[src/hdl/cfstl_pkg.sv]
package cfstl_pkg;

    // ------------------------------------------------------------
    // timing
    // ------------------------------------------------------------
    localparam int unsigned CLK_HZ         = 125_000_000;
    localparam int unsigned TICK_MS        = 1;
    localparam int unsigned TICK_CYCLES    = CLK_HZ / 1000 * TICK_MS;
    localparam int unsigned CLAMP_QUAL_S   = 4;
    localparam int unsigned CLAMP_QUAL_MS  = CLAMP_QUAL_S * 1000;
    localparam int unsigned FT_LIMIT_S     = 300;
    localparam int unsigned PULSE_OFF_MS   = 1;
    localparam int unsigned PULSE_PER_MS   = 50;

    // ------------------------------------------------------------
    // loop current limits in microamps
    // ------------------------------------------------------------
    localparam logic [15:0] SENSOR_LO_UA   = 16'h030c; // 0.78 mA
    localparam logic [15:0] SENSOR_HI_UA   = 16'h5884; // 22.66 mA
    localparam logic [15:0] CLAMP_LO_UA    = 16'h0e10; // 3.6 mA
    localparam logic [15:0] CLAMP_HI_UA    = 16'h5208; // 21.0 mA

    // ------------------------------------------------------------
    // register offsets
    // ------------------------------------------------------------
    localparam logic [7:0] REG_CTRL        = 8'h00;
    localparam logic [7:0] REG_RANGE       = 8'h04;
    localparam logic [7:0] REG_DIAG_MASK   = 8'h08;
    localparam logic [7:0] REG_FT_LIMIT    = 8'h0c;
    localparam logic [7:0] REG_CEM_MAP     = 8'h10;
    localparam logic [7:0] REG_STATUS      = 8'h14;
    localparam logic [7:0] REG_FT_COUNT    = 8'h18;

    // ------------------------------------------------------------
    // control fields and reset values
    // ------------------------------------------------------------
    localparam int CTRL_CLAMP_EN  = 0;
    localparam int CTRL_BAD_LIM   = 1;
    localparam int CTRL_DI_WIRE   = 2;
    localparam int CTRL_DO_WIRE   = 3;
    localparam int CTRL_FSO_LO    = 4;
    localparam int CTRL_VMODE_LO  = 6;
    localparam int CTRL_VSOPT     = 8;
    localparam int CTRL_W         = 9;
    localparam int FSO_CMD        = 0;
    localparam int FSO_CHAN       = 1;
    localparam logic [8:0]  CTRL_RST      = 9'h028; // do wiring, chan detect
    localparam logic [15:0] HI_PCT_RST    = 16'h2af8; // 110.00 %
    localparam logic [15:0] LO_PCT_RST    = 16'hfc18; // -10.00 %
    localparam logic [7:0]  DIAG_MASK_RST = 8'h00;
    localparam logic [31:0] FT_LIMIT_RST  = 32'(FT_LIMIT_S * 1000);
    localparam logic [15:0] CEM_MAP_RST   = 16'h0000;
    localparam int STATUS_STUCK   = 14;

    typedef enum logic [1:0] {
        VOTE_1OO1 = 2'b00,
        VOTE_1OO2 = 2'b01,
        VOTE_2OO2 = 2'b10,
        VOTE_2OO3 = 2'b11
    } cfstl_vote_e;

    typedef struct packed {
        logic bad;
        logic high_lim;
        logic low_lim;
    } cfstl_ai_stat_s;

    typedef struct packed {
        logic bad;
        logic sensor_fail;
        logic low_lim;
    } cfstl_do_stat_s;

endpackage : cfstl_pkg

[src/hdl/cfstl_top.sv]
// How it works
// - analog bad outside sensor failure limits
// - clamp enable: bad after four seconds outside
// - high/low limited beyond range limits
// - bad-if-limited option makes limited block bad
// - only masked diagnostics make field value bad
// - discrete input bad on circuit or wiring
// - bad command starts timer, trips at limit
// - fault state drives the output off
// - timer limit resets to 300 seconds
// - 1oo2/2oo3 tolerate one bad input
// - bad cause makes mapped effects bad
// - status option changes value, not status
// - channel fault gives bad status and annunciation
// - input faults never force outputs off
// - stuck-on readback after off opens master
// - wiring check pulses output off each period
// - open/short gives bad, sensor-fail, low-limited
// - channel status detection trips immediately
// - channel status detection enabled at reset
// - fault state clears once channel diagnostic goes quiet
//
// Implementation choices: the AHB-Lite slave port and the address map.
`timescale 1ns/1ps
module cfstl_top
    import cfstl_pkg::*;
#(
    parameter int unsigned TICK_LEN = TICK_CYCLES
) (
    input  wire logic        clk,
    input  wire logic        sys_rst,
    input  wire logic        ce,
    // ahb-lite slave
    input  wire logic        hsel,
    input  wire logic [31:0] haddr,
    input  wire logic [1:0]  htrans,
    input  wire logic        hwrite,
    input  wire logic [2:0]  hsize,
    input  wire logic [31:0] hwdata,
    input  wire logic        hready,
    output logic      [31:0] hrdata,
    output logic             hreadyout,
    output logic             hresp,
    // analog input channel
    input  wire logic [15:0] ai_current_ua,
    input  wire logic [15:0] ai_value_pct,
    input  wire logic [7:0]  field_diag,
    // discrete input channel
    input  wire logic        di_circuit_fault,
    input  wire logic        di_wire_fault,
    // voter and matrix inputs
    input  wire logic [2:0]  vote_trip,
    input  wire logic [2:0]  vote_bad,
    input  wire logic [3:0]  cause_trip,
    // output block
    input  wire logic        cmd_value,
    input  wire logic        cmd_bad,
    input  wire logic        do_open,
    input  wire logic        do_short,
    input  wire logic        do_readback,
    output cfstl_ai_stat_s   ai_status,
    output logic             ai_block_bad,
    output logic             field_value_bad,
    output logic             di_bad,
    output logic             voter_out,
    output logic             voter_bad,
    output logic      [3:0]  effect_out,
    output logic      [3:0]  effect_bad,
    output cfstl_do_stat_s   do_status,
    output logic             do_out,
    output logic             master_power_en,
    output logic             annunciate
);

    // ------------------------------------------------------------
    // registers and internal state
    // ------------------------------------------------------------
    logic [CTRL_W-1:0] ctrl;
    logic [15:0]       hi_pct;
    logic [15:0]       lo_pct;
    logic [7:0]        field_diag_mask;
    logic [31:0]       fault_timer_limit;
    logic [31:0]       fault_timer_count;
    logic [15:0]       cem_map;
    logic              stuck_on;
    logic              master_open;
    logic              fault_state;
    logic              off_settled;
    logic [31:0]       tick_cnt;
    logic              tick;
    logic [15:0]       clamp_cnt;
    logic [7:0]        pulse_cnt;
    logic              pulse_off;
    logic              wr_pend;
    logic [7:0]        wr_addr;
    logic [1:0]        fso;
    logic              chan_fault;
    logic [3:0]        cause_bad;
    logic [31:0]       rd_mux;
    logic [31:0]       status_word;
    logic              bus_take;
    logic              sensor_out;
    logic              clamp_out;
    logic              diag_hit;
    logic              lim_hi;
    logic              lim_lo;
    logic [1:0]        n_trip;
    logic [1:0]        n_bad;
    cfstl_vote_e       vmode;

    assign fso        = ctrl[CTRL_FSO_LO+1:CTRL_FSO_LO];
    assign vmode      = cfstl_vote_e'(ctrl[CTRL_VMODE_LO+1:CTRL_VMODE_LO]);
    assign chan_fault = do_open | do_short;
    assign bus_take   = hsel & htrans[1] & hready;

    // ------------------------------------------------------------
    // millisecond tick shared by all timers
    // ------------------------------------------------------------
    always_ff @(posedge clk or posedge sys_rst) begin
        if (sys_rst) begin
            tick_cnt <= 32'h0;
            tick     <= 1'b0;
        end else if (ce) begin
            tick     <= (tick_cnt == 32'(TICK_LEN - 1));
            tick_cnt <= (tick_cnt == 32'(TICK_LEN - 1)) ? 32'h0 : tick_cnt + 32'h1;
        end
    end

    // ------------------------------------------------------------
    // ahb-lite slave: zero wait states, registered read data
    // ------------------------------------------------------------
    assign status_word = {17'h0, master_open, stuck_on, fault_state, do_status,
                          effect_bad, voter_bad, di_bad, ai_status};

    // unmapped offsets read as zero and ignore writes
    always_comb begin
        case (haddr[7:0])
            REG_CTRL:      rd_mux = {{(32-CTRL_W){1'b0}}, ctrl};
            REG_RANGE:     rd_mux = {lo_pct, hi_pct};
            REG_DIAG_MASK: rd_mux = {24'h0, field_diag_mask};
            REG_FT_LIMIT:  rd_mux = fault_timer_limit;
            REG_CEM_MAP:   rd_mux = {16'h0, cem_map};
            REG_STATUS:    rd_mux = status_word;
            REG_FT_COUNT:  rd_mux = fault_timer_count;
            default:       rd_mux = 32'h0;
        endcase
    end

    // address phase latch, read data ready for the data phase
    always_ff @(posedge clk or posedge sys_rst) begin
        if (sys_rst) begin
            wr_pend   <= 1'b0;
            wr_addr   <= 8'h0;
            hrdata    <= 32'h0;
            hreadyout <= 1'b0;
            hresp     <= 1'b0;
        end else if (ce) begin
            hreadyout <= 1'b1;
            hresp     <= 1'b0;
            wr_pend   <= bus_take & hwrite & (haddr[31:8] == 24'h0);
            wr_addr   <= haddr[7:0];
            if (bus_take && !hwrite) begin
                hrdata <= (haddr[31:8] == 24'h0) ? rd_mux : 32'h0;
            end
        end
    end

    // software-written configuration
    always_ff @(posedge clk or posedge sys_rst) begin
        if (sys_rst) begin
            ctrl              <= CTRL_RST;
            hi_pct            <= HI_PCT_RST;
            lo_pct            <= LO_PCT_RST;
            field_diag_mask   <= DIAG_MASK_RST;
            fault_timer_limit <= FT_LIMIT_RST;
            cem_map           <= CEM_MAP_RST;
        end else if (ce && wr_pend) begin
            case (wr_addr)
                REG_CTRL:      ctrl              <= hwdata[CTRL_W-1:0];
                REG_RANGE:     {lo_pct, hi_pct}  <= hwdata;
                REG_DIAG_MASK: field_diag_mask   <= hwdata[7:0];
                REG_FT_LIMIT:  fault_timer_limit <= hwdata;
                REG_CEM_MAP:   cem_map           <= hwdata[15:0];
                default:       ;
            endcase
        end
    end

    // ------------------------------------------------------------
    // analog input channel
    // ------------------------------------------------------------
    assign sensor_out = (ai_current_ua < SENSOR_LO_UA) | (ai_current_ua > SENSOR_HI_UA);
    assign clamp_out  = (ai_current_ua < CLAMP_LO_UA) | (ai_current_ua > CLAMP_HI_UA);
    assign diag_hit   = |(field_diag & field_diag_mask);
    assign lim_hi     = $signed(ai_value_pct) > $signed(hi_pct);
    assign lim_lo     = $signed(ai_value_pct) < $signed(lo_pct);

    // clamp qualification counts whole milliseconds spent outside
    always_ff @(posedge clk or posedge sys_rst) begin
        if (sys_rst) begin
            clamp_cnt <= 16'h0;
        end else if (ce) begin
            if (!clamp_out || !ctrl[CTRL_CLAMP_EN]) begin
                clamp_cnt <= 16'h0;
            end else if (tick && clamp_cnt != 16'(CLAMP_QUAL_MS)) begin
                clamp_cnt <= clamp_cnt + 16'h1;
            end
        end
    end

    // channel and block status
    always_ff @(posedge clk or posedge sys_rst) begin
        if (sys_rst) begin
            ai_status       <= '0;
            ai_block_bad    <= 1'b0;
            field_value_bad <= 1'b0;
        end else if (ce) begin
            ai_status.bad      <= sensor_out | (clamp_cnt == 16'(CLAMP_QUAL_MS));
            ai_status.high_lim <= lim_hi;
            ai_status.low_lim  <= lim_lo;
            field_value_bad    <= diag_hit;
            ai_block_bad       <= ai_status.bad | (ctrl[CTRL_BAD_LIM] &
                                  (ai_status.high_lim | ai_status.low_lim));
        end
    end

    // ------------------------------------------------------------
    // discrete input channel
    // ------------------------------------------------------------
    always_ff @(posedge clk or posedge sys_rst) begin
        if (sys_rst) begin
            di_bad <= 1'b0;
        end else if (ce) begin
            di_bad <= di_circuit_fault | (ctrl[CTRL_DI_WIRE] & di_wire_fault);
        end
    end

    // ------------------------------------------------------------
    // voter: status fixed by mode, option only moves the value
    // ------------------------------------------------------------
    always_comb begin
        n_trip = 2'h0;
        n_bad  = 2'h0;
        for (int i = 0; i < 3; i++) begin
            // option set: a bad input counts as a trip vote
            n_trip = n_trip + 2'(vote_trip[i] | (ctrl[CTRL_VSOPT] & vote_bad[i]));
            n_bad  = n_bad + 2'(vote_bad[i]);
        end
    end

    always_ff @(posedge clk or posedge sys_rst) begin
        if (sys_rst) begin
            voter_out <= 1'b0;
            voter_bad <= 1'b0;
        end else if (ce) begin
            case (vmode)
                VOTE_1OO1: begin
                    voter_out <= n_trip >= 2'h1;
                    voter_bad <= vote_bad[0];
                end
                VOTE_1OO2: begin
                    voter_out <= n_trip >= 2'h1;
                    voter_bad <= &vote_bad[1:0];
                end
                VOTE_2OO2: begin
                    voter_out <= n_trip >= 2'h2;
                    voter_bad <= |vote_bad[1:0];
                end
                VOTE_2OO3: begin
                    voter_out <= n_trip >= 2'h2;
                    voter_bad <= n_bad >= 2'h2;
                end
                default: begin
                    voter_out <= 1'b0;
                    voter_bad <= 1'b0;
                end
            endcase
        end
    end

    // ------------------------------------------------------------
    // cause-effect matrix: bit 4*e+c maps cause c to effect e
    // ------------------------------------------------------------
    assign cause_bad = {1'b0, voter_bad, di_bad, ai_block_bad};

    always_ff @(posedge clk or posedge sys_rst) begin
        if (sys_rst) begin
            effect_out <= 4'h0;
            effect_bad <= 4'h0;
        end else if (ce) begin
            for (int e = 0; e < 4; e++) begin
                effect_bad[e] <= |(cem_map[4*e +: 4] & cause_bad);
                effect_out[e] <= |(cem_map[4*e +: 4] &
                                  (cause_trip | (cause_bad & {4{ctrl[CTRL_VSOPT]}})));
            end
        end
    end

    // ------------------------------------------------------------
    // output block fault timer, milliseconds
    // ------------------------------------------------------------
    always_ff @(posedge clk or posedge sys_rst) begin
        if (sys_rst) begin
            fault_timer_count <= 32'h0;
        end else if (ce) begin
            if (!cmd_bad) begin
                fault_timer_count <= 32'h0;
            end else if (tick && fault_timer_count < fault_timer_limit) begin
                fault_timer_count <= fault_timer_count + 32'h1;
            end
        end
    end

    // fault state follows its causes, so an off channel whose
    // diagnostic goes quiet leaves the fault state by itself
    always_ff @(posedge clk or posedge sys_rst) begin
        if (sys_rst) begin
            fault_state <= 1'b0;
        end else if (ce) begin
            fault_state <= (fso[FSO_CMD] & cmd_bad &
                            (fault_timer_count >= fault_timer_limit))
                         | (fso[FSO_CHAN] & chan_fault);
        end
    end

    // ------------------------------------------------------------
    // pulse test: one millisecond off in every fifty
    // ------------------------------------------------------------
    always_ff @(posedge clk or posedge sys_rst) begin
        if (sys_rst) begin
            pulse_cnt <= 8'h0;
            pulse_off <= 1'b0;
        end else if (ce && tick) begin
            pulse_cnt <= (pulse_cnt == 8'(PULSE_PER_MS - 1)) ? 8'h0 : pulse_cnt + 8'h1;
            pulse_off <= ctrl[CTRL_DO_WIRE] & (pulse_cnt < 8'(PULSE_OFF_MS));
        end
    end

    // readback supervision, sampled on ticks so the load has settled
    always_ff @(posedge clk or posedge sys_rst) begin
        if (sys_rst) begin
            off_settled <= 1'b0;
            stuck_on    <= 1'b0;
            master_open <= 1'b0;
        end else if (ce) begin
            if (do_out) begin
                off_settled <= 1'b0;
            end else if (tick) begin
                off_settled <= 1'b1;
            end
            // set wins over a software clear in the same cycle
            if (tick && pulse_off && do_readback) begin
                stuck_on <= 1'b1;
            end else if (wr_pend && wr_addr == REG_STATUS && hwdata[STATUS_STUCK]) begin
                stuck_on <= 1'b0;
            end
            // latched until reset: a stuck output cannot be trusted again
            if (tick && off_settled && !pulse_off && do_readback) begin
                master_open <= 1'b1;
            end
        end
    end

    // ------------------------------------------------------------
    // channel drive and annunciation
    // ------------------------------------------------------------
    always_ff @(posedge clk or posedge sys_rst) begin
        if (sys_rst) begin
            do_out          <= 1'b0;
            master_power_en <= 1'b0;
            do_status       <= '0;
            annunciate      <= 1'b0;
        end else if (ce) begin
            // input statuses deliberately take no part here
            do_out <= cmd_value & !fault_state & !pulse_off & !master_open;
            master_power_en <= !master_open;
            do_status <= chan_fault ? 3'b111 : 3'b000;
            annunciate <= ai_status.bad | di_bad | field_value_bad
                        | chan_fault | stuck_on | master_open;
        end
    end
endmodule : cfstl_top

[config.mk]
export PLATFORM = sky130hd
export DESIGN_NAME = cfstl_top
export DESIGN_NICKNAME = d
export VERILOG_FILES = /design/src/hdl/cfstl_pkg.sv /design/src/hdl/cfstl_top.sv
export SDC_FILE = /design/constraint.sdc
export NUM_CORES = 1
export LEC_CHECK = 0
export BUFFER_PORTS_ARGS = -buffer_cell sky130_fd_sc_hd__buf_2
export CORE_MARGIN = 1.5
export CORE_UTILIZATION = 35
export DETAILED_ROUTE_END_ITERATION = 16
export GPL_ROUTABILITY_DRIVEN = 0
export GPL_TIMING_DRIVEN = 0
export PLACE_DENSITY_LB_ADDON = 0.05
export REMOVE_ABC_BUFFERS = 1
export SKIP_CTS_REPAIR_TIMING = 1
export SLEW_MARGIN = 20
export SYNTH_ARGS = -nofsm -noshare
export SYNTH_HDL_FRONTEND = slang
export SYNTH_SLANG_ARGS = --single-unit
[constraint.sdc]
create_clock -name clk -period 9.1 [get_ports clk]
set_clock_uncertainty 0.2 [all_clocks]
set_input_delay 0.91 -clock clk [delete_from_list [all_inputs] [get_ports clk]]
set_output_delay 0.91 -clock clk [all_outputs]
set_load 0.02 [all_outputs]
==> summary.md, run 1 <==
| Metric | Value |
|---|---|
| Result of the run | complete, no violations |
| Primary FF master, synth | sky130_fd_sc_hd__dfrtp_1 |
| Synthesized area | 13,360 um^2 |
| Highest net fanout along the worst path | 22 |
| Count of distinct cell types in the synthesized netlist | 74 |
| Highest cell delay on the worst timing path | 0.64 ns |
| Worst supply voltage drop on vdd | 139.0 uV |
| Timing-limited maximum frequency | 276.9 MHz |
| Max-Slew Margin vs Limit | 0.3272 |
| Worst Tran Pin Value | 1.006 ns |
| Sequential fraction of the synthesis area | 0.4763 |
| Critical Path Start Type | flop |
| Number of cells on the critical path | 9 |
| Placeable core region | 37,580 um^2 |
| Post-layout minimum cycle time | 3.612 ns |
| Static leakage | 7.681 nW |
| Skew-Pair Late Insertion Delay | 0.56 ns |
| Largest buffer count on any clock path | 3 |
| Total power divided by cell area | 163.6 nW/um^2 |
| Largest area contributor in the netlist | sky130_fd_sc_hd__dfrtp_1 |
| Class of the worst hold path | input port to async pin |
| Worst Setup Slack, final | 5.488 ns |
| Wire length after detailed routing | 41,840 um |
| Number of top-level pins | 188 |
| Final routed wire length divided by cell count | 20.49 um |
| Overall die height | 198.4 um |
| Sum of buffers and inverters on the critical path | 1 |
| Mapped Avg Cell Area | 10.04 um^2 |
| Row count | 71 |
| Final Setup Violations | 0 |
| Yosys warning count | 0 |
| #FFs+latches synth | 253 |
| Die Wd | 198.4 um |
| Async set-or-reset flop fraction in the synthesized netlist | 1.000 |
| Critical path's slowest cell | sky130_fd_sc_hd__nor4_1 |
| Path depth of the worst reg2reg path | 9 |
| Average via count per standard cell | 5.395 |
| Number of detailed-routing iterations run before antenna repair | 9 |
| Max-cap violations | 0 |
| Final Hold Violating Endpoints | 0 |
| Type of the worst setup path | flop to flop |
| Final Hold Slack | 0.1651 ns |
| Total congestion overflow after global routing | 0 |
| Root cell of the clock tree | sky130_fd_sc_hd__clkbuf_16 |
| Maximum number of pins on one net before global-route repair | 74 |
| Post-synth top area share | 0.4252 |
| Final slew viol count | 0 |
| Count of antenna-violating nets left after detailed routing | 0 |
| CTS Buf Count | 31 |
| Arrival @ worst endpoint | 3.86 ns |
| Minimum setup slack after placement | 4.960 ns |
| Worst setup EP type | flop |
| All-Layer GR Usage | 0.2169 |
| Ranking of synthesized cells by area | sky130_fd_sc_hd__dfrtp_1, sky130_fd_sc_hd__ha_1, sky130_fd_sc_hd__dfstp_2 |
| Synthesized instance count | 1,331 |
| Unrepaired setup endpoints after global routing | no |
| Filler cells | 3,662 |
| Antenna cells | 0 |
| Fin crit share | 0.3969 |
| Post-synth EDFFs | 0 |
| Footprint of the flip-flops and latches | 6364 um^2 |
| Level count of the clock H-tree | 1 |
| DPL Wire Length | 30,930 um |
| Clock sink count | 253 |
| Number of remaining DRC errors | 0 |
| Largest delay share family, worst path | simple AND/OR/NAND/NOR gates |
| Area added between synthesis and finish | 20.58% |
| Starting density of the core | 0.3555 |
| Violation count after the first detailed-routing iteration | 739 |
| Worst path cell trace | inv_1, ha_1, nand4_1, nor4_1, a21boi_1, o31ai_2, and2_1, and3_1, a211o_1 |
| Post-layout net count | 1,711 |
| Area taken by multi-input logic gates | 6497 um^2 |
| First-pass GRT wire length | 65,230 um |
| Area of the die | 39,350 um^2 |
| IO Port Bufs | 182 |
| Fraction of final layout cells sized beyond drive strength 1 | 0.2044 |
| Clock slew at reported path FFs | 0.06 ns |
| Critical path data required time | 9.35 ns |
| CTS tree | yes |
| Vias in the first global route | 10,710 |
| Total negative slack | 0 ns |
| Overall via count from detail_route | 11,020 |
| Number of antenna violations at the first check in global routing | 0 |
[per-layer routing]
layer | vias to the layer above | track usage | share of wire
met4 | 0 | 0.04411 | 0.018
met1 | 5398 | 0.3275 | 0.49
met3 | 51 | 0.03391 | 0.059
met5 | - | 0 | 0
li1 | 5246 | - | -
met2 | 322 | 0.3263 | 0.43
[worst reg2reg max path: stages, from the launching register on]
cell	delay, ns
sky130_fd_sc_hd__dfstp_2	0.54
sky130_fd_sc_hd__inv_1	0.04
sky130_fd_sc_hd__ha_1	0.30
sky130_fd_sc_hd__nand4_1	0.16
sky130_fd_sc_hd__nor4_1	0.64
sky130_fd_sc_hd__a21boi_1	0.39
sky130_fd_sc_hd__o31ai_2	0.13
sky130_fd_sc_hd__and2_1	0.50
sky130_fd_sc_hd__and3_1	0.33
sky130_fd_sc_hd__a211o_1	0.26
[layout by cell type, fill, tap and decap left out, types with 31 or more instances in the layout]
| master | Yosys | final |
|---|---|---|
| sky130_fd_sc_hd__a21o_1 | 34 | 34 |
| sky130_fd_sc_hd__a21oi_1 | 55 | 55 |
| sky130_fd_sc_hd__a222oi_1 | 32 | 32 |
| sky130_fd_sc_hd__a22oi_1 | 34 | 34 |
| sky130_fd_sc_hd__buf_2 | 4 | 181 |
| sky130_fd_sc_hd__clkbuf_16 | 0 | 31 |
| sky130_fd_sc_hd__dfrtp_1 | 227 | 227 |
| sky130_fd_sc_hd__ha_1 | 71 | 71 |
| sky130_fd_sc_hd__inv_1 | 86 | 85 |
| sky130_fd_sc_hd__mux2_1 | 59 | 59 |
| sky130_fd_sc_hd__nand2_1 | 133 | 132 |
| sky130_fd_sc_hd__nand3_1 | 42 | 42 |
| sky130_fd_sc_hd__nand4_1 | 38 | 38 |
| sky130_fd_sc_hd__nor2_1 | 84 | 80 |
| sky130_fd_sc_hd__o21ai_0 | 34 | 34 |
| sky130_fd_sc_hd__o21ai_1 | 46 | 45 |
[report_power, final]
part	switching (W)	leakage, nW	internal [W]
Sequential	0.0000360	3.27	0.00115
Combinational	0.000107	3.89	0.0000656
Clock	0.000499	0.522	0.000776
[stage by stage]
step                      utilization  cells  instance area, um^2  power [W]
after CTS                      0.4287   2042                16110   0.002677
after detailed placement       0.4007   1985                15060   0.001382
final                          0.4287   2042                16110   0.002635
after global placement         0.3909   1969                14690   0.001375
after floorplan                     -   1276                13140   0.001282
after global routing           0.4287   2042                16110   0.002747
[Yosys cell counts (all sizes together), types with 17 or more instances]
cell / n
a31oi: 22
nand2: 133
ha: 71
a222oi: 32
xor2: 20
a21oi: 55
dfrtp: 227
a22oi: 34
mux2: 75
nor3: 28
nand4: 39
inv: 86
nor2: 85
a21o: 34
nand3: 43
o21ai: 80
xnor2: 30
clkbuf: 45
and3: 17
dfstp: 26
nor4: 23
[worst paths after layout]
kind / endpoint / startpoint / slack [ns]
setup / recovery: fault_timer_count[18] / fault_timer_limit[15] / 5.49
hold / removal: tick_cnt[29] / sys_rst / 0.17
setup reg to reg: fault_timer_count[18] / fault_timer_limit[15] / 5.49
hold reg to reg: hrdata[26] / hrdata[26] / 0.27
max in group asynchronous: hi_pct[6] / sys_rst / 7.41
min in group clk: hrdata[26] / hrdata[26] / 0.27
[flip-flops by register name, summed over array words and instances (netlist names), 16 cells and up]
register / cells
tick_cnt: 32
hrdata: 32
cem_map: 16
fault_timer_limit: 32
lo_pct: 16
hi_pct: 16
clamp_cnt: 16
fault_timer_count: 32
[cell families (layout without fill, tap and decap cells)]
| kind of cell | Yosys count | after routing | share of synthesized area |
|---|---|---|---|
| AOI/OAI and AO/OA | 318 | 318 | 0.1621 |
| adders and majority gates | 72 | 72 | 0.06799 |
| xor gates and xnor gates | 50 | 50 | 0.03278 |
| buffers and inverters | 142 | 342 | 0.04121 |
| DFF | 253 | 253 | 0.4763 |
| and+or+nand+nor | 419 | 419 | 0.1554 |
| other | 1 | 1 | 0.0002807 |
| muxes | 76 | 76 | 0.06396 |
[layout make-up]
cell class / instances / share of cell area
Timing Repair Buffer: 198 / 0.07572
Sequential cell: 253 / 0.3950
Clock inverter: 6 / 0.005203
Multi-Input combinational cell: 936 / 0.4033
Tap cell: 511 / 0.03969
Clock buffer: 51 / 0.06027
Inverter: 87 / 0.02081
Note: power is estimated with default switching activity, not from simulation.
==> run 2, diff against run 1 <==
--- a/config.mk
+++ b/config.mk
@@ -5,6 +5,7 @@
 export SDC_FILE = /design/constraint.sdc
 export NUM_CORES = 1
 export LEC_CHECK = 0
+export ABC_AREA = 1
 export BUFFER_PORTS_ARGS = -buffer_cell sky130_fd_sc_hd__buf_2
 export CORE_MARGIN = 1.5
 export CORE_UTILIZATION = 35
==> constraint.sdc (replaced) <==
create_clock -name clk -period 3.7 [get_ports clk]
set_clock_uncertainty 0.2 [all_clocks]
set_input_delay 0.37 -clock clk [delete_from_list [all_inputs] [get_ports clk]]
set_output_delay 0.37 -clock clk [all_outputs]
set_load 0.02 [all_outputs]
==> run 2 against run 1 <==
  * The flow now finishes with violations (negative hold slack)
  * Combinational power grew to 4.0 times the previous value
  * Synthesized area is 11% higher
  * First-iteration DRC count is 30% higher
  * Utilization is 0.23 points lower
  * Clock power is 140% higher
  * Setup slack worse by 5.1 ns
  * Register-to-register slack worse by 5.1 ns
  * Count of clock-buffer cells in the layout is 2 lower
  * Die area is 11% higher
  * Critical path depth stayed put
  * Critical endpoint is now fault_timer_count[2]
==> summary.md, run 2 <==
| Metric | Value |
|---|---|
| CTS Buf Count | 31 (unchanged) |
| Highest-count cells in the layout ignoring fill and taps | sky130_fd_sc_hd__nand2_1, sky130_fd_sc_hd__inv_1, sky130_fd_sc_hd__dfrtp_1, sky130_fd_sc_hd__buf_2, sky130_fd_sc_hd__nor2_1 |
| Area share of xor/xnor cells in the synthesized design | 0.03118 (-0.001596) |
| Violation count after the first detailed-routing iteration | 961 (+30%) |
| Sequential fraction of the synthesis area | 0.4275 (-0.04884) |
| Class of the worst hold path | input port to flop |
| Max-cap violations | 0 (unchanged) |
| Sequential fraction of design power | 0.445 (-0.006) |
| Total negative slack | 0 ns (unchanged) |
| Largest delay share family, worst path | simple AND/OR/NAND/NOR gates |
| Worst Tran Pin Value | 1.066 ns (+0.05989 ns) |
| Complex-gate fraction of the synthesized area | 0.1183 (-0.04385) |
| Dominant cell type by count on the critical path | sky130_fd_sc_hd__nand2_1 |
| Final Setup Violations | 0 (unchanged) |
| Yosys warning count | 0 (unchanged) |
| Area of the die | 43,780 um^2 (+11%) |
| Primary FF master, synth | sky130_fd_sc_hd__dfrtp_1 |
| Worst supply voltage drop on vdd | 317.3 uV (+130%) |
| Failing checks | negative hold slack |
| Logic pwr share | 0.104 (+0.039) |
| Multiplexer share of the synthesized area | 0 (-0.06396) |
| IO Port Bufs | 182 (unchanged) |
| Mapped Avg Cell Area | 7.576 um^2 (-25%) |
| Type of the worst setup path | flop to flop |
| Number of remaining DRC errors | 0 (unchanged) |
| Number of antenna violations at the first check in global routing | 2 (+2) |
| Placeable core region | 41,950 um^2 (+12%) |
| Count of antenna-violating nets left after detailed routing | 0 (unchanged) |
| Instance count along the most critical hold path | 5 |
| Overall via count from detail_route | 13,760 (+25%) |
| Starting density of the core | 0.3549 (-0.0006429) |
| Worst setup EP type | flop |
| Relative contribution of the clock network to total power | 0.451 (-0.033) |
| Highest net fanout along the worst path | 34 (+55%) |
| Die Wd | 209.2 um (+5.5%) |
| Area taken by multi-input logic gates | 7323 um^2 (+13%) |
| Final Hold Slack | -0.03331 ns (-0.1984 ns) |
| Largest area contributor in the netlist | sky130_fd_sc_hd__dfrtp_1 |
| Launch point of the worst path | fault_timer_count[21] |
| Net switching power | 0.001795 W (+180%) |
| Area added between synthesis and finish | 20.15% |
| Largest buffer count on any clock path | 3 (unchanged) |
| Leading cell types by count after synthesis | sky130_fd_sc_hd__nand2_1, sky130_fd_sc_hd__inv_1, sky130_fd_sc_hd__dfrtp_1, sky130_fd_sc_hd__nor2_1, sky130_fd_sc_hd__o21ai_0 |
| Post-Synth Simple-Gate Area | 0.2795 (+0.1242) |
| Hold Crit Start | vote_bad[1] |
| Number of detailed-routing iterations run before antenna repair | 5 (-4) |
| Footprint of the flip-flops and latches | 6364 um^2 (unchanged) |
| Number of cells on the critical path | 9 (unchanged) |
| Most common cell after layout, fill and taps aside | sky130_fd_sc_hd__nand2_1 |
| Library cell with the highest instance count after synthesis | sky130_fd_sc_hd__nand2_1 |
| Total power divided by cell area | 373.9 nW/um^2 (+130%) |
| Synthesized area | 14,890 um^2 (+11%) |
| Final Hold Violating Endpoints | 5 (+5) |
| Critical path data required time | 4.02 ns (-5.33 ns) |
| Maximum number of pins on one net before global-route repair | 97 (+31%) |
| RR Startpoint | fault_timer_count[21] |
| Result of the run | finished with violations |
| Post-synth EDFFs | 0 (unchanged) |
| Switching part of the total | 0.2683 (+0.02494) |
| Static leakage | 8.498 nW (+11%) |
| Power after layout | 0.006688 W (+150%) |
| Fin crit share | 0.8879 (+0.4910) |
| Post-layout net count | 2,386 (+39%) |
| All-Layer GR Usage | 0.2233 (+0.006422) |
| Final slew viol count | 0 (unchanged) |
| Post-layout minimum cycle time | 3.285 ns (-0.3268 ns) |
| Largest family of logic cells by synthesized area | simple AND/OR/NAND/NOR gates |
| Placed Cells | 2,636 (+33%) |
| Level count of the clock H-tree | 1 (unchanged) |
| Root cell of the clock tree | sky130_fd_sc_hd__clkbuf_16 |
| Max-Slew Margin vs Limit | 0.2891 (-0.03805) |
| Clock sink count | 253 (unchanged) |
| Post-synth top area share | 0.3816 (-0.04360) |
| Unrepaired setup endpoints after global routing | no |
| Arrival @ worst endpoint | 3.60 ns (-0.26 ns) |
| Pint | 0.004893 W (+150%) |
| First-pass GRT wire length | 76,440 um (+17%) |
| Row count | 75 (+5.6%) |
| Async set-or-reset flop fraction in the synthesized netlist | 1.000 (unchanged) |
| Synthesized instance count | 1,965 (+48%) |
| Final routed wire length divided by cell count | 17.69 um (-14%) |
| Critical Path Start Type | flop |
| Sum of buffers and inverters on the critical path | 0 (-1) |
| Path depth of the worst reg2reg path | 9 (unchanged) |
| #FFs+latches synth | 253 (unchanged) |
| Critical path's slowest cell | sky130_fd_sc_hd__nand3_2 |
| Ranking of synthesized cells by area | sky130_fd_sc_hd__dfrtp_1, sky130_fd_sc_hd__nand2_1, sky130_fd_sc_hd__inv_1 |
| Skew-Pair Late Insertion Delay | 0.58 ns (+0.02 ns) |
| Number of top-level pins | 188 (unchanged) |
| DPL Wire Length | 35,310 um (+14%) |
| Highest cell delay on the worst timing path | 0.68 ns (+0.04 ns) |
| Wire length after detailed routing | 48,600 um (+16%) |
| Adder-cell area share of the yosys netlist | 0.06102 (-0.006972) |
| Total congestion overflow after global routing | 0 (unchanged) |
| Timing-limited maximum frequency | 304.4 MHz (+9.9%) |
| Final Non-Filler Cells | 2,747 (+35%) |
| Vias in the first global route | 13,360 (+25%) |
| Clock slew at reported path FFs | 0.06 ns (about the same) |
| Worst path cell trace | ha_1, a21oi_1, o21a_1, nand2_1, a21oi_1, nand3_2, nor2_1, nand2_1, nand2_1 |
| CTS tree | yes |
| Overall die height | 209.2 um (+5.5%) |
| Count of distinct cell types in the synthesized netlist | 54 (-27%) |
| Average via count per standard cell | 5.011 (-7.1%) |
| Filler cells | 4,363 (+19%) |
| Fraction of final layout cells sized beyond drive strength 1 | 0.1437 (-0.06074) |
## run 2: changes by cell type after synthesis, sizes merged, moves of 26 or more
cell,previous run,this run
a222oi,32,0
a22oi,34,6
o21ai,80,183
nand3,43,115
mux2,75,0
nor3,28,54
inv,86,254
a21o,34,4
nand2,133,538
nor2,85,181
## run 2: worst paths after layout
kind | endpoint | slack (ns)
hold reg to reg | hreadyout | 0.26
max in group asynchronous | hi_pct[5] | 1.75
setup / recovery | fault_timer_count[2] | 0.41
min in group asynchronous | hrdata[10] | 0.19
setup reg to reg | fault_timer_count[2] | 0.41
hold / removal | voter_bad | -0.03
## run 2: layer usage
metal | vias up | routed length, um | track usage
li1 | 6842 | - | -
met1 | 6518 | 23890 | 0.3280
met2 | 336 | 21270 | 0.3446
met3 | 68 | 2348 | 0.03171
met4 | 0 | 1088 | 0.05522
met5 | - | 0 | 0
## run 2: worst register-to-register path: stages, from the launching register on
cell and delay [ns]:
sky130_fd_sc_hd__dfrtp_1 0.52, sky130_fd_sc_hd__ha_1 0.31, sky130_fd_sc_hd__a21oi_1 0.18, sky130_fd_sc_hd__o21a_1 0.13, sky130_fd_sc_hd__nand2_1 0.08, sky130_fd_sc_hd__a21oi_1 0.31, sky130_fd_sc_hd__nand3_2 0.69, sky130_fd_sc_hd__nor2_1 0.63
sky130_fd_sc_hd__nand2_1 0.10, sky130_fd_sc_hd__nand2_1 0.08
## run 2: logic make-up (layout without fill, tap and decap cells)
| family | after synthesis | in the layout |
|---|---|---|
| AO/OA/AOI/OAI | 320 | 320 |
| XOR/XNOR | 53 | 53 |
| adder cells (fa/ha/maj) | 72 | 72 |
| buffers and inverters | 313 | 554 |
| flip-flops | 253 | 253 |
| other | 1 | 3 |
| AND/OR/NAND/NOR | 953 | 953 |
## run 2: final cells by class
type	count	area share
flip-flops and latches	253	0.3558
repair buffers	241	0.08730
diodes	2	0.0002798
clock inverters	8	0.005246
inverters	256	0.05435
clock buffers	49	0.04994
multi-input cells	1399	0.4094
well taps	539	0.03770
## run 2: through the flow
step	hold WS, ns	setup slack (ns)	instance area (um^2)	util
final	-0.03331	0.4149	17890	0.4264
after global routing	-0.0005889	0.02917	17890	0.4264
after CTS	-0.3528	-0.06424	17350	0.4136
after detailed placement	0.2494	-0.6741	16360	0.3901
after global placement	0.2486	-7.496	16210	0.3864
after floorplan	0.2479	-3.784	14620	-
## run 2: power groups by stage
stage	Sequential, W	Clock [W]	Combinational, W
floorplan	0.00301	0	0.000378
global placement	0.00302	0	0.000638
detailed placement	0.00302	0	0.000655
CTS	0.00297	0.00311	0.000658
global route	0.00299	0.00321	0.000794
finish	0.00298	0.00302	0.000694
